**config.mk**
```make
export PLATFORM = sky130hd
export DESIGN_NAME = ncx_exec_core
export DESIGN_NICKNAME = d
export VERILOG_FILES = /design/src/ncx_exec_core.v
export VERILOG_INCLUDE_DIRS = /design/src
export SDC_FILE = /design/constraint.sdc
export NUM_CORES = 1
export LEC_CHECK = 0
export BUFFER_PORTS_ARGS = -buffer_cell sky130_fd_sc_hd__buf_2
export CAP_MARGIN = 30
export CORE_MARGIN = 2
export CORE_UTILIZATION = 45
export DETAILED_ROUTE_END_ITERATION = 6
export PLACE_DENSITY = 0.69
export SYNTH_ARGS = -nofsm -noshare
export SYNTH_HDL_FRONTEND = slang
export SYNTH_SLANG_ARGS = --single-unit
export TNS_END_PERCENT = 10
```
**constraint.sdc**
```tcl
create_clock -name sys_clk_in -period 5.5 [get_ports sys_clk_in]
set_input_delay 1.1 -clock sys_clk_in [delete_from_list [all_inputs] [get_ports sys_clk_in]]
set_output_delay 1.1 -clock sys_clk_in [all_outputs]
set_load 0.05 [all_outputs]
```
**src/ncx_consts.vh**
```
/*
 * Shared constants of the nibble core execution unit: operation codes,
 * register pair indices and reset values.
 * Assumes it is included by bare name into the design file.
 */
`ifndef NCX_CONSTS_VH
`define NCX_CONSTS_VH

// ************************************************************
// Operation codes presented on op_code_in
// ************************************************************
`define NCX_OP_TF_PCDE   4'h0
`define NCX_OP_TF_PCXA   4'h1
`define NCX_OP_TF_BCDE   4'h2
`define NCX_OP_TF_BCXA   4'h3
`define NCX_OP_BIT_LD    4'h4
`define NCX_OP_BIT_ST    4'h5
`define NCX_OP_ADDS_N4   4'h6
`define NCX_OP_ADDS_N8   4'h7
`define NCX_OP_ADDS_XARP 4'h8
`define NCX_OP_ADDS_RPXA 4'h9
`define NCX_OP_ADDS_MEM  4'hA
`define NCX_OP_ADD_CARRY_INSN_MEM  4'hB
`define NCX_OP_ADD_CARRY_INSN_XARP 4'hC
`define NCX_OP_ADD_CARRY_INSN_RPXA 4'hD
`define NCX_OP_SUB_SKIP_INSN_MEM  4'hE
`define NCX_OP_SUB_SKIP_INSN_XARP 4'hF

// ************************************************************
// Register pair indices (high nibble first: X/H/D/B)
// ************************************************************
`define NCX_PAIR_XA      3'h0
`define NCX_PAIR_HL      3'h1
`define NCX_PAIR_DE      3'h2
`define NCX_PAIR_BC      3'h3
`define NCX_PAIR_CNT     8

// ************************************************************
// Field positions and reset values
// ************************************************************
`define NCX_PC_PAGE_HI   15
`define NCX_PC_PAGE_LO   8
`define NCX_RST_PAIR     8'h00
`define NCX_RST_BIT      1'b0
`define NCX_RST_PADDR    16'h0000
`define NCX_RST_DADDR    8'h00
`define NCX_RST_NIB      4'h0

`endif

```
**src/ncx_exec_core.v**
```verilog
/*
 * Execution unit of a 4-bit core for table fetches, single-bit moves
 * and add/subtract operations, with its register file and carry flag.
 * Assumes one decoded operation at a time while ready_out is high,
 * a program memory and a data memory that answer one cycle after
 * their read strobe, and a sequencer that advances the program counter.
 */
`timescale 1ns/10ps
`include "ncx_consts.vh"

// Overview of operation
// - DE table fetch: PC page with DE as low byte; low to A, high to X.
// - XA table fetch: PC page with XA as low byte; low to A, high to X.
// - Table fetches never change the program counter.
// - Page comes from the PC in effect at execution, next page at xxFF.
// - BCDE table fetch: address B,C,D,E; low nibble to A, high to X.
// - BCXA table fetch: address B,C,X,A; low nibble to A, high to X.
// - Bit load copies the selected data memory bit into the carry.
// - Bit store writes the carry into the selected data memory bit.
// - Nibble immediate add into A; carry skips next; carry unchanged.
// - Byte immediate add into acc pair; carry skips next; carry kept.
// - Pair adds into acc pair or other pair; carry skips; carry kept.
// - Memory nibble add into A; carry skips next; carry unchanged.
// - Memory add with carry into A; carry set on carry else cleared.
// - Nibble add after memory add-carry: skipped on carry, else no skip.
// - Pair add with carry into acc pair or other pair; updates carry.
// - Memory nibble subtract from A; borrow skips next; carry kept.
// - Pair subtract from acc pair; borrow skips next; carry kept.
module ncx_exec_core (
  // Clock and reset.
  input  wire        sys_clk_in,
  input  wire        reset_n_in,
  // Decoded operation.
  input  wire        op_valid_in,
  input  wire [3:0]  op_code_in,
  input  wire [2:0]  op_pair_in,
  input  wire [7:0]  op_imm_in,
  input  wire [15:0] op_pc_in,
  input  wire [7:0]  bit_addr_in,
  input  wire [1:0]  bit_pos_in,
  // Operation status.
  output wire        ready_out,
  output wire        done_out,
  output wire        skip_out,
  output wire        carry_out,
  output wire [63:0] regs_out,
  // Program memory.
  output wire [15:0] pmem_addr_out,
  output wire        pmem_rd_out,
  input  wire [7:0]  pmem_data_in,
  // Data memory.
  output wire [7:0]  dmem_addr_out,
  output wire        dmem_rd_out,
  output wire        dmem_we_out,
  output wire [3:0]  dmem_wdata_out,
  input  wire [3:0]  dmem_data_in
);

  // ************************************************************
  // State encoding
  // ************************************************************
  localparam [2:0] S_IDLE   = 3'h0;
  localparam [2:0] S_PWAIT  = 3'h1;
  localparam [2:0] S_PDATA  = 3'h2;
  localparam [2:0] S_DWAIT  = 3'h3;
  localparam [2:0] S_DDATA  = 3'h4;

  // ************************************************************
  // Storage
  // ************************************************************
  // Register file: each pair keeps its high nibble in [7:4].
  reg [7:0]  pair_r [0:`NCX_PAIR_CNT-1];
  // Sequencer state and the operation latched while memory answers.
  reg [2:0]  state_r;
  reg [3:0]  op_r;
  reg [1:0]  bpos_r;
  // Flags: carry, pending skip and the decimal adjust window.
  reg        cy_r;
  reg        skip_r;
  reg        adj_r;
  reg        adj_cy_r;
  reg        ready_r;
  reg        done_r;
  // Memory strobes, addresses and write data, each held in a flip-flop.
  reg [15:0] paddr_r;
  reg        prd_r;
  reg [7:0]  daddr_r;
  reg        drd_r;
  reg        dwe_r;
  reg [3:0]  dwdata_r;
  integer    i;

  // ************************************************************
  // Operand selection and arithmetic
  // ************************************************************
  // Operands come from the inputs while idle and from the latched
  // operation once the data memory has answered.
  wire [7:0] xa_w   = pair_r[`NCX_PAIR_XA];
  wire [7:0] rp_w   = pair_r[op_pair_in];
  wire       dphase = (state_r == S_DDATA);
  wire       is_n8  = (op_code_in == `NCX_OP_ADDS_N8);
  wire       is_c8  = (op_code_in == `NCX_OP_ADD_CARRY_INSN_XARP) |
                      (op_code_in == `NCX_OP_ADD_CARRY_INSN_RPXA);
  wire [7:0] opnd8  = is_n8 ? op_imm_in : rp_w;
  wire [8:0] sum8   = {1'b0, xa_w} + {1'b0, opnd8} + {8'h00, is_c8 & cy_r};
  wire [8:0] dif8   = {1'b0, xa_w} - {1'b0, rp_w};
  wire       cin4   = dphase & (op_r == `NCX_OP_ADD_CARRY_INSN_MEM) & cy_r;
  wire [3:0] opnd4  = dphase ? dmem_data_in : op_imm_in[3:0];
  wire [4:0] sum4   = {1'b0, xa_w[3:0]} + {1'b0, opnd4} + {4'h0, cin4};
  wire [4:0] dif4   = {1'b0, xa_w[3:0]} - {1'b0, dmem_data_in};
  // Bit store: clear the selected bit, then place the carry there.
  wire [3:0] bmask  = 4'h1 << bpos_r;
  wire [3:0] bset   = {3'h0, cy_r} << bpos_r;

  // Table address; the page is taken from the PC in effect while the
  // fetch executes, so a fetch at the last byte of a page reads the next.
  reg [15:0] taddr_w;
  always @* begin
    case (op_code_in[1:0])
      2'h0:    taddr_w = {op_pc_in[`NCX_PC_PAGE_HI:`NCX_PC_PAGE_LO],
                          pair_r[`NCX_PAIR_DE]};
      2'h1:    taddr_w = {op_pc_in[`NCX_PC_PAGE_HI:`NCX_PC_PAGE_LO],
                          xa_w};
      2'h2:    taddr_w = {pair_r[`NCX_PAIR_BC],
                          pair_r[`NCX_PAIR_DE]};
      default: taddr_w = {pair_r[`NCX_PAIR_BC], xa_w};
    endcase
  end

  // ************************************************************
  // Sequencer and datapath
  // ************************************************************
  // Strobes and done are one-cycle pulses cleared by default. The core
  // drives no program counter, so a table fetch leaves it alone.
  always @(posedge sys_clk_in) begin
    if (!reset_n_in) begin
      for (i = 0; i < `NCX_PAIR_CNT; i = i + 1) begin
        pair_r[i] <= `NCX_RST_PAIR;
      end
      state_r  <= S_IDLE;
      op_r     <= `NCX_RST_NIB;
      bpos_r   <= 2'h0;
      cy_r     <= `NCX_RST_BIT;
      skip_r   <= `NCX_RST_BIT;
      adj_r    <= `NCX_RST_BIT;
      adj_cy_r <= `NCX_RST_BIT;
      ready_r  <= 1'b1;
      done_r   <= 1'b0;
      paddr_r  <= `NCX_RST_PADDR;
      prd_r    <= 1'b0;
      daddr_r  <= `NCX_RST_DADDR;
      drd_r    <= 1'b0;
      dwe_r    <= 1'b0;
      dwdata_r <= `NCX_RST_NIB;
    end else begin
      done_r <= 1'b0;
      prd_r  <= 1'b0;
      drd_r  <= 1'b0;
      dwe_r  <= 1'b0;
      case (state_r)
        S_IDLE: begin
          if (op_valid_in && ready_r) begin
            op_r   <= op_code_in;
            adj_r  <= 1'b0;
            // A pending skip consumes this op; it touches no register or memory.
            // A nibble add right after a carried memory add-carry is dropped too.
            if (skip_r) begin
              skip_r <= 1'b0;
              done_r <= 1'b1;
            end else if (adj_r && adj_cy_r &&
                         op_code_in == `NCX_OP_ADDS_N4) begin
              done_r <= 1'b1;
            end else begin
              case (op_code_in)
                // Table fetches latch the address now; the byte lands two cycles later.
                `NCX_OP_TF_PCDE, `NCX_OP_TF_PCXA,
                `NCX_OP_TF_BCDE, `NCX_OP_TF_BCXA: begin
                  paddr_r <= taddr_w;
                  prd_r   <= 1'b1;
                  ready_r <= 1'b0;
                  state_r <= S_PWAIT;
                end
                `NCX_OP_BIT_LD, `NCX_OP_BIT_ST: begin
                  daddr_r <= bit_addr_in;
                  bpos_r  <= bit_pos_in;
                  drd_r   <= 1'b1;
                  ready_r <= 1'b0;
                  state_r <= S_DWAIT;
                end
                `NCX_OP_ADDS_MEM, `NCX_OP_ADD_CARRY_INSN_MEM,
                `NCX_OP_SUB_SKIP_INSN_MEM: begin
                  daddr_r <= pair_r[`NCX_PAIR_HL];
                  drd_r   <= 1'b1;
                  ready_r <= 1'b0;
                  state_r <= S_DWAIT;
                end
                `NCX_OP_ADDS_N4: begin
                  pair_r[`NCX_PAIR_XA][3:0] <= sum4[3:0];
                  // After a carry-free memory add-carry the skip is disabled.
                  skip_r <= sum4[4] & ~adj_r;
                  done_r <= 1'b1;
                end
                // Byte adds share one 9-bit adder; bit 8 is the carry out of bit 7.
                `NCX_OP_ADDS_N8, `NCX_OP_ADDS_XARP: begin
                  pair_r[`NCX_PAIR_XA] <= sum8[7:0];
                  skip_r <= sum8[8];
                  done_r <= 1'b1;
                end
                `NCX_OP_ADDS_RPXA: begin
                  pair_r[op_pair_in] <= sum8[7:0];
                  skip_r <= sum8[8];
                  done_r <= 1'b1;
                end
                // Apart from bit load, only the add-with-carry forms write the carry flag.
                `NCX_OP_ADD_CARRY_INSN_XARP: begin
                  pair_r[`NCX_PAIR_XA] <= sum8[7:0];
                  cy_r   <= sum8[8];
                  done_r <= 1'b1;
                end
                `NCX_OP_ADD_CARRY_INSN_RPXA: begin
                  pair_r[op_pair_in] <= sum8[7:0];
                  cy_r   <= sum8[8];
                  done_r <= 1'b1;
                end
                // The only code left is the pair subtract from the acc pair.
                default: begin
                  pair_r[`NCX_PAIR_XA] <= dif8[7:0];
                  skip_r <= dif8[8];
                  done_r <= 1'b1;
                end
              endcase
            end
          end
        end
        // One wait cycle while the program memory answers its strobe.
        S_PWAIT: begin
          state_r <= S_PDATA;
        end
        S_PDATA: begin
          // Low nibble to A, high nibble to X in one write.
          pair_r[`NCX_PAIR_XA] <= pmem_data_in;
          done_r  <= 1'b1;
          ready_r <= 1'b1;
          state_r <= S_IDLE;
        end
        // One wait cycle while the data memory answers its strobe.
        S_DWAIT: begin
          state_r <= S_DDATA;
        end
        S_DDATA: begin
          done_r  <= 1'b1;
          ready_r <= 1'b1;
          state_r <= S_IDLE;
          case (op_r)
            `NCX_OP_BIT_LD: begin
              cy_r <= dmem_data_in[bpos_r];
            end
            `NCX_OP_BIT_ST: begin
              // Read-modify-write keeps the other three bits intact.
              dwdata_r <= (dmem_data_in & ~bmask) | bset;
              dwe_r    <= 1'b1;
            end
            `NCX_OP_ADDS_MEM: begin
              pair_r[`NCX_PAIR_XA][3:0] <= sum4[3:0];
              skip_r <= sum4[4];
            end
            `NCX_OP_ADD_CARRY_INSN_MEM: begin
              pair_r[`NCX_PAIR_XA][3:0] <= sum4[3:0];
              cy_r     <= sum4[4];
              adj_r    <= 1'b1;
              adj_cy_r <= sum4[4];
            end
            default: begin
              pair_r[`NCX_PAIR_XA][3:0] <= dif4[3:0];
              skip_r <= dif4[4];
            end
          endcase
        end
        // Unused state codes fall back to idle, so the core cannot lock up.
        default: begin
          ready_r <= 1'b1;
          state_r <= S_IDLE;
        end
      endcase
    end
  end

  // ************************************************************
  // Outputs, all straight from flip-flops
  // ************************************************************
  assign ready_out      = ready_r;
  assign done_out       = done_r;
  assign skip_out       = skip_r;
  assign carry_out      = cy_r;
  assign regs_out       = {pair_r[7], pair_r[6], pair_r[5], pair_r[4],
                           pair_r[3], pair_r[2], pair_r[1], pair_r[0]};
  assign pmem_addr_out  = paddr_r;
  assign pmem_rd_out    = prd_r;
  assign dmem_addr_out  = daddr_r;
  assign dmem_rd_out    = drd_r;
  assign dmem_we_out    = dwe_r;
  assign dmem_wdata_out = dwdata_r;

endmodule // ncx_exec_core

```
==> impl_metrics.env, run 1 <==
export IMPL_outcome="complete, no violations"
export IMPL_globalplace_congestion=0.915
export IMPL_finalSetupViolCount=0
export IMPL_hold_buffers=0
export IMPL_synth_adder_area_share_pct=6.31
export IMPL_final_nets=872
export IMPL_skew_ps=9.94
export IMPL_vdd_ir_drop_max_uv=166
export IMPL_syn_area_um2=6260
export IMPL_power_frac_clock_pct=28.9
export IMPL_rsz0062_at_grt="no"
export IMPL_total_power_uw=2250
export IMPL_post_dp_cell_area_um2=7180
export IMPL_post_route_period_util_pct=86.3
export IMPL_power_density_nw_per_um2=300
export IMPL_antenna_cells=0
export IMPL_avgSynthCellArea_um2=9.65
export IMPL_synth_simple_area_share_pct=18.3
export IMPL_viasPerCell=5.83
export IMPL_grt_pass1_wl_mm=29.2
export IMPL_synth_ff_latch_count=110
export IMPL_cts_tree="built"
export IMPL_seqPwrFrac_pct=42.6
export IMPL_wl_per_cell_um=20.0
export IMPL_switching_power_uw=815
export IMPL_synth_cell_type_count=62
export IMPL_syn_inst=649
export IMPL_crit_path_start_kind="input port"
export IMPL_routed_wl_mm=19.4
export IMPL_start_util_pct=45.6
export IMPL_min_period_ps=4740
export IMPL_synth_net_count=733
export IMPL_die_y_um=122
export IMPL_synth_top_family_by_area="simple AND/OR/NAND/NOR gates"
export IMPL_insertion_delay_ps=360
export IMPL_final_util_pct=54.5
export IMPL_final_cell_area_um2=7480
export IMPL_slew_viol_final=0
export IMPL_synth_mux_area_share_pct=8.81
export IMPL_dr_pass1_iters=5
export IMPL_max_freq_mhz=211
export IMPL_clock_path_buffers=2
export IMPL_grt_pass1_vias=5149
export IMPL_pin_count=155
export IMPL_p_leak_uw=0.00323
export IMPL_synthArstFlopShare_pct=0
export IMPL_end_kind="flop"
export IMPL_rows=43
export IMPL_first_iter_violations=463
export IMPL_arrival_ps=4850
export IMPL_num_vias=5670
export IMPL_synthToLayoutAreaGrowth_pct=19.5
export IMPL_htree_levels=3
export IMPL_relSlewSlack_pct=54.9
export IMPL_drv_cap=0
export IMPL_ys_warn_count=0
export IMPL_p_int_uw=1430
export IMPL_die_x_um=122
export IMPL_cts_resized=0
export IMPL_dieArea_um2=14900
export IMPL_antenna_found_initial=0
export IMPL_synth_xor_area_share_pct=1.96
export IMPL_swShare_pct=36.3
export IMPL_numCtsBuffers=9
export IMPL_max_slew_worst_pin_slew_ps=676
export IMPL_grt_max_degree=44
export IMPL_antenna_left=0
export IMPL_cp_max_fo=23
export IMPL_numPortBuffers=146
export IMPL_core_area_um2=13700
export IMPL_ys_seq_area_share_pct=45.4
export IMPL_combPwrFrac_pct=28.5
export IMPL_final_common_cell="buf_2"
export IMPL_clkTransAtPathRegs_ps=70
export IMPL_cts_sinks=110
export IMPL_hpwl_mm=14.7
export IMPL_fillers=1292
export IMPL_synth_edf_count=64
export IMPL_post_cts_buffers=0
export IMPL_synth_compound_area_share_pct=16.1
export IMPL_track_usage_pct=26.3
export IMPL_drive_above_1_share_pct=25.3
export IMPL_grt_ovfl_total=0
export IMPL_final_hold_violation_count=0
export IMPL_cts_root_buf="clkbuf_16"
export IMPL_ys_flop_type="edfxtp_1"
export IMPL_drc=0
export IMPL_cp_required_ps=5610
export IMPL_layout_common_cells="buf_2 (146), nor2_1 (130), edfxtp_1 (64)"
export IMPL_setup_tns_final_ps=0
export IMPL_worstHoldPathType="flop to flop"
export IMPL_path_class="input port to flop"
## final cells by class
class                      count  area [µm²]  share of cell area, %
multi-input combinational    491        3230                   43.2
sequential                   110        2840                   38.0
timing repair buffer         158         821                   11.0
clock buffer                   9         225                   3.01
tap                          180         225                   3.01
clock inverter                 7        70.1                  0.937
inverter                      18        67.6                  0.903
## state kept, by name (all words and copies together), names as in the netlist
register        flops
adj_cy_r            1
adj_r               1
bpos_r              2
carry_out           1
dmem_addr_out       8
dmem_rd_out         1
dmem_wdata_out      4
dmem_we_out         1
done_out            1
op_r                4
pair_r             64
pmem_addr_out      16
pmem_rd_out         1
ready_out           1
skip_out            1
state_r             3
## cells in the mapped netlist (3+ instances only)
| cell | instances | share of area [%] |
|---|---|---|
| fa_1 | 6 | 1.9 |
| nor3_1 | 9 | 0.72 |
| mux2_2 | 7 | 1.3 |
| a211oi_1 | 29 | 3.5 |
| or3_1 | 3 | 0.30 |
| o22a_1 | 5 | 0.70 |
| dfxtp_1 | 46 | 15 |
| nor3b_1 | 3 | 0.36 |
| inv_1 | 16 | 0.96 |
| o221ai_1 | 4 | 0.56 |
| nand4_1 | 3 | 0.30 |
| mux4_2 | 5 | 1.8 |
| clkbuf_1 | 14 | 0.84 |
| a31oi_1 | 7 | 0.70 |
| nand2_1 | 47 | 2.8 |
| a21o_1 | 5 | 0.60 |
| xnor2_1 | 6 | 0.84 |
| nor2b_1 | 5 | 0.50 |
| or2_2 | 5 | 0.50 |
| edfxtp_1 | 64 | 31 |
| nand2b_1 | 6 | 0.60 |
| o21a_1 | 4 | 0.48 |
| mux2i_1 | 36 | 5.8 |
| a21oi_1 | 43 | 3.4 |
| o21ai_0 | 19 | 1.5 |
| nand3b_1 | 4 | 0.48 |
| o22ai_1 | 5 | 0.50 |
| and3_1 | 5 | 0.50 |
| buf_1 | 6 | 0.36 |
| xor2_1 | 8 | 1.1 |
| buf_2 | 9 | 0.72 |
| nor2_1 | 130 | 7.8 |
| a311oi_1 | 4 | 0.56 |
| a221oi_1 | 8 | 1.1 |
| o211ai_1 | 3 | 0.36 |
| nand3_1 | 16 | 1.3 |
| ha_1 | 22 | 4.4 |
## critical path: stages
cell       delay (ps)
buf_2             360
inv_1             190
nor2_1            340
a221oi_1          150
o21ai_0           520
mux2i_1           200
fa_1              480
fa_1              420
nor2b_1           190
o2111ai_1         140
nand2_1            90
nor2_1             50
xor2_1            340
buf_4             220
nor2_1             50
## power by group through the flow
| stage | Sequential (µW) | Combinational (µW) | Clock, µW |
|---|---|---|---|
| CTS | 956 | 634 | 653 |
| global route | 961 | 683 | 688 |
| floorplan | 1080 | 309 | 0 |
| detailed placement | 975 | 632 | 0 |
| global placement | 973 | 623 | 0 |
| finish | 957 | 639 | 649 |
## layer usage
layer / global-route usage, % / vias up / wire length, µm
met5: 0 / - / 0
met4: 10.4 / 0 / 484
met3: 5.01 / 33 / 1570
met2: 39.5 / 254 / 8840
met1: 37.6 / 2716 / 8520
li1: - / 2667 / -
## final timing paths
path	depth (start not counted)	endpoint	slack (ps)	from
max	15	pair_r[5][6]$_SDFFCE_PN0P_	760	op_pair_in[1]
min	2	op_r[3]$_SDFFE_PN0P_	480	op_r[3]$_SDFFE_PN0P_
max reg2reg	13	pair_r[0][7]$_DFFE_PP_	1790	pair_r[7][2]$_SDFFCE_PN0P_
min reg2reg	2	op_r[3]$_SDFFE_PN0P_	480	op_r[3]$_SDFFE_PN0P_
## metrics by stage
| step | setup WS [ps] | cells | hold WS, ps |
|---|---|---|---|
| 6_report | 756 | 973 | 479 |
| 5_1_grt | 613 | 973 | 508 |
| 4_1_cts | 893 | 973 | 484 |
| 3_5_place_dp | 522 | 957 | 474 |
| 3_3_place_gp | 586 | 957 | 448 |
| 2_1_floorplan | 1260 | 649 | 439 |
## logic make-up (layout without fill, tap and decap cells)
logic type / after synthesis / after routing
flops: 110 / 110
mux: 48 / 48
compound gates: 151 / 151
xor+xnor: 14 / 14
simple gates: 250 / 250
fa+ha+maj: 28 / 28
buf+inv: 48 / 192
No activity file was read; power rests on OpenSTA's default activity.
==> run 2, diff against run 1 <==
GPL_TIMING_DRIVEN = 0   (was unset)
MAX_ROUTING_LAYER = met4   (was unset)
==> run 2 against run 1 <==
Compared with the run above:
- clock skew fell by 1.0 ps
- worst setup slack got worse by 360 ps
- worst hold slack lost 2.1 ps
- highest routed layer unchanged
- via count grew 2.8%
- sequential share of layout area down 0.31 points
- first-iteration DRC count up 21%
- core utilization grew 0.45 points
- flip-flop and latch count is the same
- combinational power grew 1%
- fmax down 7.0%
- critical endpoint is now pair_r[0][7]$_DFFE_PP_
- largest power group unchanged
- cell count up 2.1%
==> impl_metrics.env, run 2 (synthesis gave the netlist of run 1 again) <==
export IMPL_whs_endpoint="op_r[2]$_SDFFE_PN0P_"
export IMPL_crit_family="compound AO/OA/AOI/OAI gates"
export IMPL_hpwl_mm=15.6
export IMPL_switching_power_uw=819
export IMPL_skew_ps=8.91
export IMPL_largest_register="pair_r"
export IMPL_cpMostUsedCell="nand2_1"
export IMPL_slowest_delay_ps=840
export IMPL_hold_path_depth=2
export IMPL_pin_count=155
export IMPL_worstHoldPathType="flop to flop"
export IMPL_hold_path_startpoint="op_r[2]$_SDFFE_PN0P_"
export IMPL_drc=0
export IMPL_cts_sinks=110
export IMPL_rows=43
export IMPL_numCtsBuffers=9
export IMPL_holdWs_ps=477
export IMPL_routed_wl_mm=20.1
export IMPL_cts_tree="built"
export IMPL_r2r_start="pair_r[5][2]$_SDFFCE_PN0P_"
export IMPL_final_hold_violation_count=0
export IMPL_grt_ovfl_total=0
export IMPL_dieArea_um2=14900
export IMPL_core_area_um2=13700
export IMPL_max_slew_worst_pin_slew_ps=1050
export IMPL_slowest_stage="xor2_1"
export IMPL_cts_resized=0
export IMPL_p_leak_uw=0.00326
export IMPL_cts_root_buf="clkbuf_16"
export IMPL_grt_max_degree=20
export IMPL_grt_pass1_wl_mm=29.8
export IMPL_combPwrFrac_pct=28.5
export IMPL_hold_buffers=0
export IMPL_die_y_um=122
export IMPL_swShare_pct=36.1
export IMPL_cp_max_fo=10
export IMPL_rsz0062_at_grt="no"
export IMPL_path_class="input port to flop"
export IMPL_power_density_nw_per_um2=301
export IMPL_end_kind="flop"
export IMPL_htree_levels=3
export IMPL_post_route_period_util_pct=92.8
export IMPL_slew_viol_final=0
export IMPL_finalSetupViolCount=0
export IMPL_cp_required_ps=5570
export IMPL_p_int_uw=1450
export IMPL_synthToLayoutAreaGrowth_pct=20.4
export IMPL_antenna_left=0
export IMPL_arrival_ps=5180
export IMPL_grt_pass1_vias=5311
export IMPL_clock_path_buffers=2
export IMPL_start_util_pct=45.6
export IMPL_wl_per_cell_um=20.3
export IMPL_layout_common_cells="buf_2 (153), nor2_1 (130), edfxtp_1 (64)"
export IMPL_clkTransAtPathRegs_ps=70
export IMPL_ff2ff_setup_slack_ps=1180
export IMPL_num_vias=5827
export IMPL_timing_rr_end="pair_r[0][7]$_DFFE_PP_"
export IMPL_die_x_um=122
export IMPL_globalplace_congestion=0.920
export IMPL_antenna_cells=0
export IMPL_final_nets=892
export IMPL_dr_pass1_iters=5
export IMPL_crit_path_start_kind="input port"
export IMPL_post_cts_buffers=0
export IMPL_min_period_ps=5100
export IMPL_insertion_delay_ps=360
export IMPL_power_frac_clock_pct=29.4
export IMPL_largest_reg_flops=64
export IMPL_final_common_cell="buf_2"
export IMPL_numPortBuffers=144
export IMPL_first_iter_violations=562
export IMPL_track_usage_pct=27.8
export IMPL_path_cells="buf_2 > buf_1 > mux2i_1 > o21ai_0 > a221oi_1 > nand2_1 > o21a_1 > ha_1 > nand3b_1 > nand2_1 > a2111o_1 > a31oi_1 > xor2_1 > o221ai_1"
export IMPL_drive_above_1_share_pct=24.5
export IMPL_setup_tns_final_ps=0
export IMPL_outcome="complete, no violations"
export IMPL_viasPerCell=5.87
export IMPL_reg2regPathDepth=12
export IMPL_relSlewSlack_pct=30.0
export IMPL_seqPwrFrac_pct=42.1
export IMPL_vdd_ir_drop_max_uv=200
export IMPL_cp_buffers_inverters=2
export IMPL_max_freq_mhz=196
export IMPL_final_util_pct=55.0
export IMPL_antenna_found_initial=0
export IMPL_drv_cap=0
[run 2: cell types whose count changed in the layout (fill, tap and decap cells not counted), sizes merged]
cell,before,now
buf,158,164
clkinv,5,3
clkbuf,9,25
[run 2: power by group through the flow]
stage               combinational, µW  sequential, µW  clock, µW
finish                            646             956        669
global route                      687             959        701
CTS                               640             954        669
detailed placement                637             972          0
global placement                  606             971          0
floorplan                         309            1080          0
[run 2: cell type report]
cell class / instances / area, µm²
tap: 180 / 225
inverter: 18 / 67.6
sequential: 110 / 2840
fill: 1258 / 6180
multi-input combinational: 491 / 3220
clock buffer: 11 / 254
timing repair buffer: 148 / 754
buffer: 30 / 128
clock inverter: 5 / 46.3
[run 2: worst max path at each step]
| stage | end | startpoint | slack [ps] | cells past startpoint |
|---|---|---|---|---|
| 2_1_floorplan | pair_r[0][7]$_DFFE_PP_ | op_pair_in[2] | 1260 | 13 |
| 3_3_place_gp | pair_r[0][6]$_DFFE_PP_ | op_pair_in[1] | -20 | 16 |
| 3_5_place_dp | pair_r[0][7]$_DFFE_PP_ | op_pair_in[2] | 40 | 14 |
| 4_1_cts | pair_r[0][7]$_DFFE_PP_ | op_pair_in[2] | 400 | 14 |
| 5_1_grt | pair_r[0][7]$_DFFE_PP_ | op_pair_in[2] | 170 | 14 |
| 6_report | pair_r[0][7]$_DFFE_PP_ | op_pair_in[2] | 400 | 14 |
[run 2: routing by layer]
layer | up-vias | GRT usage, % | share of wire (%)
met1 | 2805 | 38.2 | 44
li1 | 2709 | - | -
met2 | 279 | 41.3 | 46
met4 | 0 | 10.3 | 2.6
met5 | - | - | 0
met3 | 34 | 4.63 | 7.8
[run 2: stage by stage]
stage                     total power (µW)  std cells  setup slack (ps)  cell area, µm²
after floorplan                       1390        649              1260            6260
after global routing                  2350        993               167            7540
final                                 2270        993               398            7540
after CTS                             2260        993               400            7540
after detailed placement              1610        977              38.1            7240
after global placement                1580        973             -24.8            7210
[run 2: worst reg2reg max path: stages, from the launching register on]
cell      delay [ps]
edfxtp_1         390
mux2_2           290
a221oi_1         320
nor2_1            80
a311oi_1         520
a21oi_1          150
ha_1             350
a21oi_1          140
nand2_1          110
a2111o_1         420
a31oi_1          210
xor2_1           840
o221ai_1         200
==> run 3, diff against run 2 <==
ABC_AREA = 1   (was unset)
==> run 3 against run 2 <==
Compared with the run above:
- flip-flop and latch count did not move
- combinational power rose by 11%
- critical endpoint is now pair_r[0][4]$_DFFE_PP_
- global-route usage down 0.98 points
- clock skew increased by 3.4 ps
- fmax increased by 11%
- clock-buffer cell count fell by 2
- synthesized area up 4.5%
- critical path type unchanged
- clock power grew 3%
- sequential power grew 0.9%
- design area grew 3.7%
- worst hold slack lost 17 ps
==> impl_metrics.env, run 3 <==
export IMPL_finalSetupViolCount=0
export IMPL_synth_edf_count=64
export IMPL_pin_count=155
export IMPL_grt_max_degree=21
export IMPL_post_route_period_util_pct=83.6
export IMPL_grt_pass1_vias=5861
export IMPL_final_cell_area_um2=7820
export IMPL_htree_levels=3
export IMPL_layout_common_cells="nand2_1 (181), buf_2 (151), nor2_1 (111)"
export IMPL_drive_above_1_share_pct=21.2
export IMPL_ys_warn_count=0
export IMPL_reg2regPathDepth=13
export IMPL_start_util_pct=45.5
export IMPL_insertion_delay_ps=360
export IMPL_avgSynthCellArea_um2=7.87
export IMPL_syn_area_um2=6540
export IMPL_timing_rr_end="pair_r[0][4]$_DFFE_PP_"
export IMPL_drc=0
export IMPL_hold_path_startpoint="pmem_addr_out[12]$_SDFFE_PN0P_"
export IMPL_slew_viol_final=0
export IMPL_clkTransAtPathRegs_ps=80
export IMPL_drv_cap=0
export IMPL_cts_resized=0
export IMPL_max_slew_worst_pin_slew_ps=736
export IMPL_antenna_found_initial=0
export IMPL_whs_endpoint="pmem_addr_out[12]$_SDFFE_PN0P_"
export IMPL_yosys_top_cells_count="nand2_1 (181), nor2_1 (111), inv_1 (92)"
export IMPL_yosysMostFrequentCell="nand2_1"
export IMPL_path_class="input port to flop"
export IMPL_slowest_delay_ps=540
export IMPL_num_vias=6474
export IMPL_hold_buffers=0
export IMPL_die_y_um=125
export IMPL_setup_tns_final_ps=0
export IMPL_globalplace_congestion=0.940
export IMPL_synth_ff_latch_count=110
export IMPL_cp_buffers_inverters=4
export IMPL_min_period_ps=4600
export IMPL_track_usage_pct=26.8
export IMPL_ys_seq_area_share_pct=43.4
export IMPL_synth_net_count=915
export IMPL_power_density_nw_per_um2=303
export IMPL_grt_pass1_wl_mm=31.6
export IMPL_ys_flop_type="edfxtp_1"
export IMPL_end_kind="flop"
export IMPL_rows=44
export IMPL_post_dp_cell_area_um2=7510
export IMPL_p_leak_uw=0.00364
export IMPL_cts_sinks=110
export IMPL_dieArea_um2=15500
export IMPL_crit_path_start_kind="input port"
export IMPL_synthArstFlopShare_pct=0
export IMPL_final_nets=1072
export IMPL_skew_ps=12.3
export IMPL_largest_register="pair_r"
export IMPL_core_area_um2=14400
export IMPL_cp_max_fo=7
export IMPL_yosysTopAreaCellShare_pct=29.4
export IMPL_max_freq_mhz=217
export IMPL_viasPerCell=5.50
export IMPL_post_cts_buffers=0
export IMPL_synth_largest_area_cell="edfxtp_1"
export IMPL_routed_wl_mm=20.7
export IMPL_slowest_stage="nor3_2"
export IMPL_cts_tree="built"
export IMPL_synth_cell_type_count=48
export IMPL_netlist_top_cells_area="edfxtp_1 (29%), dfxtp_1 (14%), nand2_1 (10%), nor2_1 (6.4%), inv_1 (5.3%)"
export IMPL_numPortBuffers=143
export IMPL_largest_reg_flops=64
export IMPL_relSlewSlack_pct=50.9
export IMPL_holdWs_ps=461
export IMPL_worstHoldPathType="flop to flop"
export IMPL_final_common_cell="nand2_1"
export IMPL_first_iter_violations=688
export IMPL_hold_path_depth=2
export IMPL_cts_root_buf="clkbuf_16"
export IMPL_syn_inst=831
export IMPL_outcome="complete, no violations"
export IMPL_antenna_left=0
export IMPL_ff2ff_setup_slack_ps=1830
export IMPL_rsz0062_at_grt="no"
export IMPL_wl_per_cell_um=17.6
export IMPL_cp_required_ps=5610
export IMPL_arrival_ps=4710
export IMPL_r2r_start="pair_r[0][0]$_DFFE_PP_"
export IMPL_hpwl_mm=15.9
export IMPL_die_x_um=125
export IMPL_vdd_ir_drop_max_uv=158
export IMPL_clock_path_buffers=2
export IMPL_numCtsBuffers=9
export IMPL_grt_ovfl_total=0
export IMPL_crit_family="adder cells"
export IMPL_synthToLayoutAreaGrowth_pct=19.6
export IMPL_final_hold_violation_count=0
export IMPL_path_cells="clkbuf_1 > nor3_2 > inv_1 > o2111ai_1 > mux2i_1 > fa_1 > fa_1 > inv_1 > nand3_1 > nand3_1 > xor2_1 > buf_4 > nand2_1 > o2111ai_1 > o21ai_0"
export IMPL_antenna_cells=0
export IMPL_dr_pass1_iters=5
[run 3: cell count changes in the layout (fill, tap and decap cells not counted), sizes merged, moves of 17 or more]
cell / previous run / this run
nand3: 16 / 63
o21ai: 19 / 47
nand2: 48 / 185
mux2i: 36 / 1
a211oi: 29 / 7
a21oi: 44 / 61
inv: 20 / 99
[run 3: stage by stage]
stage | total power [µW] | cells | util, % | setup WS, ps
detailed placement | 1680 | 1161 | 52.3 | 595
floorplan | 1460 | 831 | - | 1470
CTS | 2370 | 1177 | 54.4 | 955
finish | 2370 | 1177 | 54.4 | 901
global route | 2480 | 1177 | 54.4 | 750
global placement | 1670 | 1158 | 52.1 | 402
[run 3: worst max path at each step]
stage                              from  depth (start not counted)                endpoint
after global placement    op_pair_in[1]                         17  pair_r[0][2]$_DFFE_PP_
after detailed placement  op_pair_in[1]                         15  pair_r[0][4]$_DFFE_PP_
after floorplan           op_pair_in[1]                         14  pair_r[0][4]$_DFFE_PP_
final                     op_pair_in[1]                         15  pair_r[0][4]$_DFFE_PP_
after global routing      op_pair_in[1]                         15  pair_r[0][4]$_DFFE_PP_
after CTS                 op_pair_in[1]                         15  pair_r[0][4]$_DFFE_PP_
[run 3: logic make-up (layout without fill, tap and decap cells)]
kind of cell	Yosys count	after routing	synth area share, %
AND/OR/NAND/NOR	397	397	26.0
AO/OA/AOI/OAI	148	148	13.1
buffers and inverters	121	283	7.15
flip-flops	110	110	43.4
adder cells (fa/ha/maj)	28	28	6.04
multiplexers	17	17	2.91
XOR/XNOR	10	10	1.34
[run 3: area by class of cell]
cell class	instances	area, µm²
Clock inverter	7	86.3
Buffer	21	92.6
Fill cell	1400	6550
Clock buffer	9	225
Inverter	100	375
Timing Repair Buffer	146	738
Multi-Input combinational cell	600	3230
Sequential cell	110	2840
Tap cell	184	230
[run 3: report_power, final]
group / switching [µW] / leakage (µW) / internal, µW
sequential: 49.3 / 0.00103 / 916
combinational: 518 / 0.00246 / 199
clock: 323 / 0.000149 / 362
[run 3: metal layers]
metal  wire [µm]  global-route usage (%)
met5           0                       -
met2        9380                    39.9
met3        1480                    4.85
met4         490                    8.86
met1        9320                    37.1
[run 3: tightest hold or removal path: stages (launching register included)]
cell,delay [ps]
dfxtp_1,310
nand2_1,60
a21oi_1,50
